--- src/hw/emd_defines.vh ---
// register offsets, field positions, reset values and timing counts for the eye monitor bank
`ifndef EMD_DEFINES_VH
`define EMD_DEFINES_VH

`define EMD_ADDR_CMD_STATUS    8'h24
`define EMD_ADDR_COUNT_HIGH    8'h25
`define EMD_ADDR_COUNT_LOW     8'h26
`define EMD_ADDR_HORIZ_RESULT  8'h27
`define EMD_ADDR_VERT_RESULT   8'h28
`define EMD_ADDR_RANGE_RDBK    8'h29
`define EMD_ADDR_TIMER_THRESH  8'h2A
`define EMD_ADDR_MIN_HIT_CFG   8'h2B
`define EMD_ADDR_MERIT_CFG     8'h2C

`define EMD_BIT_COUNT_START    0
`define EMD_BIT_MEAS_START     1
`define EMD_BIT_ADAPT_START    2
`define EMD_BIT_RSVD3          3
`define EMD_BIT_NO_VERT        4
`define EMD_BIT_NO_HITS        5
`define EMD_BIT_FAST_MODE      7
`define EMD_BIT_SCALE_VERT     6
`define EMD_RANGE_LSB          5
`define EMD_RANGE_MSB          6
`define EMD_MERIT_LSB          4
`define EMD_MERIT_MSB          5
`define EMD_LOOK_LSB           0
`define EMD_LOOK_MSB           3
`define EMD_MINHIT_LSB         0
`define EMD_MINHIT_MSB         3

`define EMD_RST_CMD_STATUS     8'h00
`define EMD_RST_RANGE_RDBK     8'h00
`define EMD_RST_TIMER_THRESH   8'h30
`define EMD_RST_MIN_HIT_CFG    8'h00
`define EMD_RST_MERIT_CFG      8'h72
`define EMD_MERIT_INVALID      2'h0
`define EMD_HORIZ_MAX          8'h3F

// one threshold step of the monitor timer, in ns, and its cycle count at 4 ns per cycle
`define EMD_TIMER_STEP_NS      64
`define EMD_CLK_PERIOD_NS      4
`define EMD_TIMER_STEP_CYC     (`EMD_TIMER_STEP_NS / `EMD_CLK_PERIOD_NS)

`endif

--- src/hw/emd_regs.v ---
// eye monitor and dfe adaptation control and status register bank
//
// What this block does
// - bit 2 launches adaptation, self clears
// - bit 1 launches opening measurement, self clears
// - bit 0 starts hit counter, self clears
// - bit 5 flags no hits at crossing
// - bit 4 flags vertical eye not visible
// - hit count high byte then low byte
// - horizontal opening 0..63, vertical next byte
// - eye_range_readback bits 6:5 show active voltage range
// - timer threshold register, reset 0x30
// - four bit minimum hits field, reset zero
// - bit 6 scales vertical opening by range
// - figure of merit type, 00 invalid, reset 11
// - look beyond count field, reset 0010
// - bit 7 fast monitor mode enable
`timescale 1ns/1ps
`include "emd_defines.vh"
module emd_regs #(
    parameter TIMER_STEP_CYC = `EMD_TIMER_STEP_CYC
) (
    // clock and reset
    input  wire       clk,
    input  wire       rst,
    // register port
    input  wire [7:0] reg_addr,
    input  wire       reg_wr,
    input  wire [7:0] reg_wdata,
    input  wire       reg_rd,
    output reg  [7:0] reg_rdata,
    // voltage range configured elsewhere
    input  wire [1:0] range_cfg,
    // eye sampler
    input  wire       hit_pulse,
    // opening measurement engine
    input  wire       meas_done,
    input  wire [7:0] meas_horiz,
    input  wire [7:0] meas_vert_raw,
    input  wire       meas_no_hits,
    input  wire       meas_no_vert,
    output reg        meas_start,
    // adaptation engine
    input  wire       adapt_done,
    output reg        adapt_start,
    output reg  [1:0] figure_of_merit_type,
    output reg  [3:0] look_beyond_q,
    // monitor settings
    output reg        fast_mode_q,
    output reg        count_busy
);
    reg  [7:0]  timer_thresh_q;
    reg  [7:0]  min_hit_cfg_q;
    reg  [7:0]  merit_cfg_q;
    reg         rsvd3_q;
    reg         rsvd_rng7_q;
    reg  [4:0]  rsvd_rng_lo_q;
    reg  [1:0]  range_q;
    reg         no_hits_q;
    reg         no_vert_q;
    reg  [15:0] hit_count_q;
    reg  [7:0]  horizontal_eye_opening_q;
    reg  [7:0]  vertical_eye_opening_q;
    reg  [3:0]  meas_hits_q;
    reg  [15:0] step_cnt_q;
    reg  [7:0]  step_num_q;
    wire        wr_cmd;
    wire        cnt_launch;
    wire        meas_launch;
    wire        adapt_launch;
    wire        adapt_refuse;
    wire        cnt_busy;
    wire        meas_busy;
    wire        adapt_busy;
    wire        cnt_start;
    wire        meas_start_w;
    wire        adapt_start_w;
    wire        timer_end;
    wire        cnt_run;
    wire        wr_range;
    wire        wr_timer;
    wire        wr_min_hit;
    wire        wr_merit;
    wire        adapt_finish;
    wire        meas_take;
    wire        hits_short;
    wire        scale_on;
    wire        step_wrap;
    wire        hit_sat;
    wire [1:0]  merit_type_w;
    wire [3:0]  look_w;
    wire [9:0]  range_mult;
    wire [7:0]  img_cmd_status;
    wire [7:0]  img_range;
    reg  [9:0]  vert_scaled;
    reg  [7:0]  vert_next;
    reg  [7:0]  horiz_next;
    reg  [7:0]  rdata_d;

    assign wr_cmd       = reg_wr & (reg_addr == `EMD_ADDR_CMD_STATUS);
    assign cnt_launch   = wr_cmd & reg_wdata[`EMD_BIT_COUNT_START];
    assign meas_launch  = wr_cmd & reg_wdata[`EMD_BIT_MEAS_START];
    // a launch with an invalid merit type never pulses the adaptation engine; the bit drops at once
    assign adapt_refuse = merit_cfg_q[`EMD_MERIT_MSB:`EMD_MERIT_LSB] == `EMD_MERIT_INVALID;
    assign adapt_launch = wr_cmd & reg_wdata[`EMD_BIT_ADAPT_START];
    assign cnt_run      = cnt_busy & ~cnt_start;
    assign timer_end    = cnt_run & (step_cnt_q == 16'h0000) & (step_num_q == 8'h00);
    assign adapt_finish = adapt_done | adapt_refuse;
    assign wr_range     = reg_wr & (reg_addr == `EMD_ADDR_RANGE_RDBK);
    assign wr_timer     = reg_wr & (reg_addr == `EMD_ADDR_TIMER_THRESH);
    assign wr_min_hit   = reg_wr & (reg_addr == `EMD_ADDR_MIN_HIT_CFG);
    assign wr_merit     = reg_wr & (reg_addr == `EMD_ADDR_MERIT_CFG);
    assign meas_take    = meas_done & meas_busy;
    assign hits_short   = meas_hits_q < min_hit_cfg_q[`EMD_MINHIT_MSB:`EMD_MINHIT_LSB];
    assign scale_on     = merit_cfg_q[`EMD_BIT_SCALE_VERT];
    assign step_wrap    = (step_cnt_q == 16'h0000);
    assign hit_sat      = (hit_count_q == 16'hFFFF);
    assign merit_type_w = merit_cfg_q[`EMD_MERIT_MSB:`EMD_MERIT_LSB];
    assign look_w       = merit_cfg_q[`EMD_LOOK_MSB:`EMD_LOOK_LSB];
    assign range_mult   = {8'h00, range_q} + 10'h001;

    // self-clearing command bits; a write of zero cannot abort a running job
    emd_sc_cmd u_cnt_cmd (
        .clk     (clk),
        .rst     (rst),
        .launch  (cnt_launch),
        .finish  (timer_end),
        .busy_q  (cnt_busy),
        .start_q (cnt_start)
    );
    emd_sc_cmd u_meas_cmd (
        .clk     (clk),
        .rst     (rst),
        .launch  (meas_launch),
        .finish  (meas_done),
        .busy_q  (meas_busy),
        .start_q (meas_start_w)
    );
    emd_sc_cmd u_adapt_cmd (
        .clk     (clk),
        .rst     (rst),
        .launch  (adapt_launch),
        .finish  (adapt_finish),
        .busy_q  (adapt_busy),
        .start_q (adapt_start_w)
    );

    // command register: fast mode and the reserved bit are plain storage
    always @(posedge clk or posedge rst) begin
        if (rst) begin
            fast_mode_q <= 1'b0;
            rsvd3_q     <= 1'b0;
        end else if (wr_cmd) begin
            fast_mode_q <= reg_wdata[`EMD_BIT_FAST_MODE];
            rsvd3_q     <= reg_wdata[`EMD_BIT_RSVD3];
        end
    end

    // range readback: only the reserved bits are writable, 6:5 follow the range in effect
    always @(posedge clk or posedge rst) begin
        if (rst) begin
            rsvd_rng7_q   <= 1'b0;
            rsvd_rng_lo_q <= 5'h00;
        end else if (wr_range) begin
            rsvd_rng7_q   <= reg_wdata[7];
            rsvd_rng_lo_q <= reg_wdata[4:0];
        end
    end

    // timer threshold
    always @(posedge clk or posedge rst) begin
        if (rst) begin
            timer_thresh_q <= `EMD_RST_TIMER_THRESH;
        end else if (wr_timer) begin
            timer_thresh_q <= reg_wdata;
        end
    end

    // minimum hits; reserved upper bits are kept so they read back as written
    always @(posedge clk or posedge rst) begin
        if (rst) begin
            min_hit_cfg_q <= `EMD_RST_MIN_HIT_CFG;
        end else if (wr_min_hit) begin
            min_hit_cfg_q <= reg_wdata;
        end
    end

    // scaling, merit type and look-beyond count
    always @(posedge clk or posedge rst) begin
        if (rst) begin
            merit_cfg_q <= `EMD_RST_MERIT_CFG;
        end else if (wr_merit) begin
            merit_cfg_q <= reg_wdata;
        end
    end

    // range in effect follows the other control register every cycle
    always @(posedge clk or posedge rst) begin
        if (rst) begin
            range_q <= 2'h0;
        end else begin
            range_q <= range_cfg;
        end
    end

    // hit count: cleared at start, counts during the run, saturates at all ones
    always @(posedge clk or posedge rst) begin
        if (rst) begin
            hit_count_q <= 16'h0000;
        end else if (cnt_start) begin
            hit_count_q <= 16'h0000;
        end else if (cnt_run && hit_pulse && !hit_sat) begin
            hit_count_q <= hit_count_q + 16'h0001;
        end
    end

    // run timer: threshold steps of TIMER_STEP_CYC cycles each
    always @(posedge clk or posedge rst) begin
        if (rst) begin
            step_cnt_q <= 16'h0000;
            step_num_q <= 8'h00;
        end else if (cnt_start) begin
            step_cnt_q <= TIMER_STEP_CYC[15:0] - 16'h0001;
            step_num_q <= timer_thresh_q;
        end else if (cnt_run) begin
            if (!step_wrap) begin
                step_cnt_q <= step_cnt_q - 16'h0001;
            end else if (step_num_q != 8'h00) begin
                step_cnt_q <= TIMER_STEP_CYC[15:0] - 16'h0001;
                step_num_q <= step_num_q - 8'h01;
            end
        end
    end

    // horizontal opening is clipped to the 0..63 phase range
    always @* begin
        horiz_next = (meas_horiz > `EMD_HORIZ_MAX) ? `EMD_HORIZ_MAX : meas_horiz;
    end

    // vertical opening scaled by the range step, saturating rather than wrapping
    always @* begin
        vert_scaled = {2'b00, meas_vert_raw} * range_mult;
        if (scale_on) begin
            vert_next = (vert_scaled > 10'h0FF) ? 8'hFF : vert_scaled[7:0];
        end else begin
            vert_next = meas_vert_raw;
        end
    end

    // crossing hits seen during the measurement, saturating at the field's top
    always @(posedge clk or posedge rst) begin
        if (rst) begin
            meas_hits_q <= 4'h0;
        end else if (meas_start_w) begin
            meas_hits_q <= 4'h0;
        end else if (meas_busy && hit_pulse && meas_hits_q != 4'hF) begin
            meas_hits_q <= meas_hits_q + 4'h1;
        end
    end

    // results change only when a measurement completes
    always @(posedge clk or posedge rst) begin
        if (rst) begin
            horizontal_eye_opening_q <= 8'h00;
            vertical_eye_opening_q   <= 8'h00;
        end else if (meas_take) begin
            horizontal_eye_opening_q <= horiz_next;
            vertical_eye_opening_q   <= vert_next;
        end
    end

    // error flags; a done that meets a fresh launch still posts its flags
    always @(posedge clk or posedge rst) begin
        if (rst) begin
            no_hits_q <= 1'b0;
            no_vert_q <= 1'b0;
        end else if (meas_take) begin
            no_hits_q <= meas_no_hits | hits_short;
            no_vert_q <= meas_no_vert;
        end else if (meas_launch) begin
            no_hits_q <= 1'b0;
            no_vert_q <= 1'b0;
        end
    end

    // launch pulses to the engines; a refused adaptation never pulses
    always @(posedge clk or posedge rst) begin
        if (rst) begin
            meas_start  <= 1'b0;
            adapt_start <= 1'b0;
        end else begin
            meas_start  <= meas_start_w;
            adapt_start <= adapt_start_w & ~adapt_refuse;
        end
    end

    // counter busy copy for the monitor side
    always @(posedge clk or posedge rst) begin
        if (rst) begin
            count_busy <= 1'b0;
        end else begin
            count_busy <= cnt_busy;
        end
    end

    // settings for the adaptation engine, reset to the register's reset fields
    always @(posedge clk or posedge rst) begin
        if (rst) begin
            figure_of_merit_type <= 2'h3;
            look_beyond_q        <= 4'h2;
        end else begin
            figure_of_merit_type <= merit_type_w;
            look_beyond_q        <= look_w;
        end
    end

    // status images; bit 6 of the command register reads zero
    assign img_cmd_status = {fast_mode_q, 1'b0, no_hits_q, no_vert_q,
                             rsvd3_q, adapt_busy, meas_busy, cnt_busy};
    assign img_range      = {rsvd_rng7_q, range_q, rsvd_rng_lo_q};

    // read mux; unmapped addresses read zero
    always @* begin
        case (reg_addr)
            `EMD_ADDR_CMD_STATUS:   rdata_d = img_cmd_status;
            `EMD_ADDR_COUNT_HIGH:   rdata_d = hit_count_q[15:8];
            `EMD_ADDR_COUNT_LOW:    rdata_d = hit_count_q[7:0];
            `EMD_ADDR_HORIZ_RESULT: rdata_d = horizontal_eye_opening_q;
            `EMD_ADDR_VERT_RESULT:  rdata_d = vertical_eye_opening_q;
            `EMD_ADDR_RANGE_RDBK:   rdata_d = img_range;
            `EMD_ADDR_TIMER_THRESH: rdata_d = timer_thresh_q;
            `EMD_ADDR_MIN_HIT_CFG:  rdata_d = min_hit_cfg_q;
            `EMD_ADDR_MERIT_CFG:    rdata_d = merit_cfg_q;
            default:                rdata_d = 8'h00;
        endcase
    end

    // read data holds between reads so software sees a steady byte
    always @(posedge clk or posedge rst) begin
        if (rst) begin
            reg_rdata <= 8'h00;
        end else if (reg_rd) begin
            reg_rdata <= rdata_d;
        end
    end
endmodule // emd_regs

--- src/hw/emd_sc_cmd.v ---
// one self-clearing command bit with its launch pulse
`timescale 1ns/1ps
module emd_sc_cmd (
    // clock and reset
    input  wire clk,
    input  wire rst,
    // command
    input  wire launch,
    input  wire finish,
    output reg  busy_q,
    output reg  start_q
);
    // a launch in the finishing cycle wins and keeps busy set, but no start pulse issues because busy_q is still high
    always @(posedge clk or posedge rst) begin
        if (rst) begin
            busy_q  <= 1'b0;
            start_q <= 1'b0;
        end else begin
            start_q <= launch & ~busy_q;
            if (launch) begin
                busy_q <= 1'b1;
            end else if (finish) begin
                busy_q <= 1'b0;
            end
        end
    end
endmodule // emd_sc_cmd

--- config.mk ---
export PLATFORM = sky130hd
export DESIGN_NAME = emd_regs
export DESIGN_NICKNAME = d
export VERILOG_FILES = /design/src/hw/emd_regs.v /design/src/hw/emd_sc_cmd.v
export VERILOG_INCLUDE_DIRS = /design/src /design/src/hw
export SDC_FILE = /design/constraint.sdc
export NUM_CORES = 1
export LEC_CHECK = 0
export ABC_AREA = 1
export BUFFER_PORTS_ARGS = -buffer_cell sky130_fd_sc_hd__buf_2
export CORE_ASPECT_RATIO = 0.7
export CORE_MARGIN = 2
export CORE_UTILIZATION = 30
export DETAILED_ROUTE_END_ITERATION = 10
export GPL_ROUTABILITY_DRIVEN = 0
export PLACE_DENSITY = 0.51
export SLEW_MARGIN = 20
export SYNTH_ARGS = -nofsm -noshare
export SYNTH_HDL_FRONTEND = slang
export SYNTH_HIERARCHICAL = 1
export SYNTH_SLANG_ARGS = --single-unit
export TNS_END_PERCENT = 5
--- constraint.sdc ---
create_clock -name clk -period 2.8 [get_ports clk]
set_input_delay 0 -clock clk [delete_from_list [all_inputs] [get_ports clk]]
set_output_delay 0 -clock clk [all_outputs]
set_load 0.03 [all_outputs]
# Word level (Yosys, flattened, before mapping)
# Index checks and enable logic that the tools add are counted.
# word_totals
elab_cells	117
out_inout_bits	18
ram_bits	0
register_bits	119
mem_count	0
mem_bits_ro	0
input_bits	43
latch_bits	0
# op_classes
multipliers	1
div	0
bitwise	23
eq_ne	12
n_shift	0
muxes	25
add_sub_neg	5
n_lt_le_gt_ge	3
reduce_logical	20
# op_table
op	n
two-way mux 16 bit	6
equality test 8 x 6 -> 1 bit, second input constant	9
one-hot mux 8 bit (9 select lines)	1
two-way mux 8 bit	7
nonzero test 2 bit	9
adder 16 x 1 -> 16 bit, second input constant	1
AND 1 bit	16
equality test 16 bit, second input constant	1
logical NOT 16 bit	1
subtractor 16 x 1 -> 16 bit, second input constant	1
greater-than comparator 10 x 8 -> 1 bit, second input constant	1
multiplier 8 x 3 -> 10 bit	1
two-way mux 1 bit	9
greater-than comparator 8 x 6 -> 1 bit, second input constant	1
logical NOT 8 bit	1
two-way mux 4 bit	2
nonzero test 8 bit	1
subtractor 8 x 1 -> 8 bit, second input constant	1
NOT 1 bit	5
adder 4 x 1 -> 4 bit, second input constant	1
logical AND 1 bit	4
less-than comparator 4 bit	1
inequality test 4 bit, second input constant	1
adder 2 x 1 -> 3 bit, second input constant	1
other kinds (6)	7

# Longest topological paths before layout
# depth
word_depth	6
depth_mapped	16
mapped_depth_nobuf	15

# By module
# Netlist, hierarchy kept.
# modules_own_cells
mod	n_inst	seq_area_each_um2	cells_each	area_per_inst_um2
emd_regs	1	2839.0	928	6964.2
emd_sc_cmd	3	50.0	8	72.6

# Worst setup path after synthesis
# OpenSTA, ideal clock, no wires.
# synth_path
path_type	register to register
startpoint	reg range_q[0]
endpoint	reg vertical_eye_opening_q[0]
path_slack_ns	-0.074
path_stages_with_launch	16
setup_time_ns	0.130
required_ns	2.670
synth_period_minus_slack_ns	2.874
t_arrival_ns	2.743
path_buffers	1
cell_sequence	dfrtp_1 > ha_1 > clkbuf_1 > nand2_1 > inv_1 > fa_1 > ha_1 > fa_1 > nand3_1 > nand2_1 > nand2_1 > nand3b_1 > nand2_1 > nand2_1 > nand2_1 > a21oi_1
# synth_between
elab_chain_cells	5
# synth_lines
element	line_no	rtl
start: declaration	emd_regs.v:58	reg [1:0] range_q;
start signal: assignment	emd_regs.v:202	range_q <= range_cfg;
adder 2 x 1 -> 3 bit *	emd_regs.v:120	assign range_mult = {8'h00, range_q} + 10'h001;
multiplier 8 x 3 -> 10 bit *	emd_regs.v:242	vert_scaled = {2'b00, meas_vert_raw} * range_mult;
greater-than comparator 10 x 8 -> 1 bit	emd_regs.v:244	vert_next = (vert_scaled > 10'h0FF) ? 8'hFF : vert_scaled[7:0];
two-way mux 8 bit *	emd_regs.v:244	
two-way mux 8 bit *	emd_regs.v:243	if (scale_on) begin
end signal: assignment	emd_regs.v:268	vertical_eye_opening_q <= vert_next;
end: declaration	emd_regs.v:63	reg [7:0] vertical_eye_opening_q;
# Mark *: on every way between the ends. The rest lies on a longest branch, timed or not.
# A chain may end at the register's enable or synchronous reset.

# Worst setup path after layout
# layout_path
startpoint	reg range_q[1]
endpoint	reg vertical_eye_opening_q[3]
# The elaborated chain is that of the path after synthesis.

==> flow_metrics.env <==
export IMPL_status="finished, final reports clean"
export IMPL_yosysUniqueCellTypes=41
export IMPL_drcViolationCount=0
export IMPL_synth_nets=1020
export IMPL_cp_start_kind="flop"
export IMPL_fmax_ghz=0.378
export IMPL_r2r_slack_ns=0.15
export IMPL_fin_crit_sh_pct=94.6
export IMPL_switchingPower_mw=2.32
export IMPL_synth_seq_cells=119
export IMPL_timing_rr_end="vertical_eye_opening_q[3]"
export IMPL_routed_wl_um=19800
export IMPL_drive_above_1_share_pct=18.6
export IMPL_timing_slew_headroom_pct=49.7
export IMPL_yosysWarnings=6
export IMPL_required_ns=3.15
export IMPL_area_delta_synth_final_pct=23.0
export IMPL_dpl_hpwl_um=14500
export IMPL_clkPwrFrac_pct=34.6
export IMPL_grt_max_degree=53
export IMPL_finalPower_mw=6.15
export IMPL_seq_area_frac_synth_pct=41.6
export IMPL_swShare_pct=37.8
export IMPL_critPathLaunch="range_q[1]"
export IMPL_pwr_density_cell_mw_per_mm2=697
export IMPL_path_cells="ha_4 > nand2_1 > inv_1 > fa_1 > ha_2 > fa_2 > nand3_1 > nand2_2 > nand2_1 > nand2_1 > nand2_1 > nand2_1 > nand2_2 > nand2_4 > a21oi_2"
export IMPL_crit_end="vertical_eye_opening_q[3]"
export IMPL_worstRegToRegCells=15
export IMPL_routedWlPerCell_um=14.3
export IMPL_core_area_mm2=0.0236
export IMPL_drt_pass1_iter_count=6
export IMPL_p_seq_share_pct=34.4
export IMPL_final_area_mm2=0.00883
export IMPL_clock_sinks=119
export IMPL_die_h_um=133
export IMPL_netlist_area_mm2=0.00718
export IMPL_finalCriticalPeriod_ns=2.65
export IMPL_pwr_share_comb_pct=31.0
export IMPL_start_util_pct=30.5
export IMPL_grt_ovfl_total=0
export IMPL_setup_viol=0
export IMPL_r2r_start="range_q[1]"
export IMPL_cts_tree="done"
export IMPL_p_leak_nw=4.43
export IMPL_worst_skew_pair_late_latency_ns=0.42
export IMPL_slew_viol_final=0
export IMPL_end_kind="flop"
export IMPL_die_area_mm2=0.0252
export IMPL_cpMostUsedCell="nand2_1"
export IMPL_ys_flop_type="dfrtp_1"
export IMPL_cts_buffer_depth=2
export IMPL_grt_usage_pct=16.6
export IMPL_synth_area_leaders="dfrtp_1, nand2_1, nand3_1, inv_1, nor2_1"
export IMPL_cp_max_fo=8
export IMPL_top_level_ports=61
export IMPL_synth_avg_cell_area_um2=7.54
export IMPL_crit_type="reg -> reg"
export IMPL_first_iter_violations=370
export IMPL_placement_io_buffers=60
export IMPL_fin_nets=1119
export IMPL_fillers=2428
export IMPL_final_hold_viol_count=0
export IMPL_die_x_um=189
export IMPL_cp_arrival_ns=3.00
export IMPL_synth_async_reset_ratio_pct=100
export IMPL_num_vias=6412
export IMPL_antenna_found_initial=0
export IMPL_cts_max_level=4
export IMPL_synth_commonest_cells="nand2_1, dfrtp_1, nand3_1, inv_1, nor2_1"
export IMPL_ant_nets=0
export IMPL_numCtsBuffers=17
export IMPL_ir_worst_vdd_mv=0.497
export IMPL_synth_top_area_share_pct=38.3
export IMPL_cap_violations=0
export IMPL_grt_pass1_vias=5916
export IMPL_worst_slew_pin_slew_ns=0.753
export IMPL_hp_class="in -> reg"
export IMPL_synth_top_cell_by_area="dfrtp_1"
export IMPL_p_int_mw=3.83
export IMPL_synth_edff_count=0
export IMPL_slowest_stage="fa_1"
export IMPL_postPlaceCellArea_mm2=0.00785
export IMPL_yosysMostFrequentCell="nand2_1"
export IMPL_cts_root_buffer="clkbuf_16"
export IMPL_grt_pass1_wl_um=33000
export IMPL_final_setup_skew_ns=0.00915
export IMPL_viasPerCell=4.64
export IMPL_rows=47
export IMPL_max_stage_delay_ns=0.42
export IMPL_syn_inst=952
export IMPL_antenna_cells=0
export IMPL_clk_pin_slew_worst_paths_ns=0.07
per-stage QoR:
stage | hold WS (ns) | setup TNS (ns) | utilization, % | worst slack, ns | instances
final | 0.0249 | 0 | 37.5 | 0.151 | 1382
after global routing | 0.0362 | -0.00371 | 37.5 | -0.00371 | 1382
after CTS | 0.00142 | 0 | 37.0 | 0.0312 | 1381
after detailed placement | -0.0603 | -0.767 | 33.3 | -0.0993 | 1320
after global placement | -0.0603 | -0.702 | 33.3 | -0.0893 | 1320
after floorplan | -0.259 | -0.589 | - | -0.0736 | 952
cell usage in the layout, fill, tap and decap left out, types with 8 or more instances in the layout:
master,Yosys,layout
nand2_1,277,274
dfrtp_1,110,110
nand3_1,107,107
inv_1,97,96
nor2_1,86,86
buf_2,6,60
o21ai_0,57,57
dlygate4sd3_1,0,29
nand4_1,21,21
clkbuf_16,0,17
buf_4,6,17
o21ai_2,15,15
xor2_1,14,14
a21oi_1,22,13
nor2_2,12,12
ha_1,18,12
a21oi_2,0,9
inv_6,1,9
dfstp_2,9,9
nand3_2,8,8
nor3_1,8,8
o31ai_1,8,8
worst min-delay path by stage:
| stage | startpoint | end | slack (ns) | cells after the start |
|---|---|---|---|---|
| detailed placement | rst | u_meas_cmd/busy_q | -0.06 | 2 |
| finish | meas_horiz[7] | horizontal_eye_opening_q[2] | 0.02 | 4 |
| global route | rst | u_meas_cmd/start_q | 0.04 | 3 |
| floorplan | rst | u_adapt_cmd/busy_q | -0.26 | 1 |
| CTS | meas_horiz[6] | horizontal_eye_opening_q[2] | 0.001 | 4 |
| global placement | rst | u_adapt_cmd/busy_q | -0.06 | 2 |
logic make-up (layout without fill, tap and decap cells):
| group | count (synthesis) | in the layout | synth area share (%) |
|---|---|---|---|
| and+or+nand+nor | 542 | 542 | 33.7 |
| adders and majority gates | 25 | 25 | 5.09 |
| xor gates and xnor gates | 18 | 18 | 2.20 |
| buffers and inverters | 132 | 244 | 7.93 |
| DFF | 119 | 119 | 41.6 |
| AOI/OAI and AO/OA | 116 | 116 | 9.51 |
metal layers:
metal / vias to the layer above / GRT usage, % / part of all wire, %
li1: 3290 / - / -
met1: 2979 / 27.4 / 57
met2: 124 / 21.8 / 38
met3: 19 / 2.85 / 3.9
met4: 0 / 3.60 / 0.97
met5: - / 0 / 0
cell type report:
type                       count  area, um^2  area share, %
clock inverter                14         129           1.46
multi-input combinational    701        3740           42.3
inverter                     105         403           4.56
timing repair buffer         107         738           8.36
sequential                   119        2990           33.8
clock buffer                  18         439           4.97
tap                          318         398           4.50
sequential cells by signal (all words and copies together) (netlist names), 2 cells and up:
register                  flops
figure_of_merit_type          2
hit_count_q                  16
horizontal_eye_opening_q      8
look_beyond_q                 4
meas_hits_q                   4
merit_cfg_q                   8
min_hit_cfg_q                 8
range_q                       2
reg_rdata                     8
rsvd_rng_lo_q                 5
step_cnt_q                   16
step_num_q                    8
timer_thresh_q                8
vertical_eye_opening_q        8
critical path: cells and delay by family, from the launching register on:
| kind | cells | cell delay [ns] |
|---|---|---|
| compound gates | 1 | 0.16 |
| fa+ha+maj | 4 | 1.27 |
| buf+inv | 1 | 0.07 |
| flops | 1 | 0.41 |
| simple gates | 9 | 0.65 |
power by group through the flow:
| stage | clock, mW | sequential, mW | combinational (mW) |
|---|---|---|---|
| after floorplan | 0 | 2.09 | 1.49 |
| after global placement | 0 | 2.14 | 1.84 |
| after detailed placement | 0 | 2.14 | 1.85 |
| after CTS | 2.18 | 2.11 | 1.89 |
| after global routing | 2.26 | 2.15 | 2.23 |
| final | 2.13 | 2.12 | 1.91 |
repair_timing:
item                                    CTS  global route
setup buffers                             0             1
gates resized for setup                   2            18
hold buffers                             29             0
endpoints found under the setup margin    8             8
hold endpoints to repair                 80             0
pin swaps                                 0             6
Note: power is estimated with default switching activity, not from simulation.
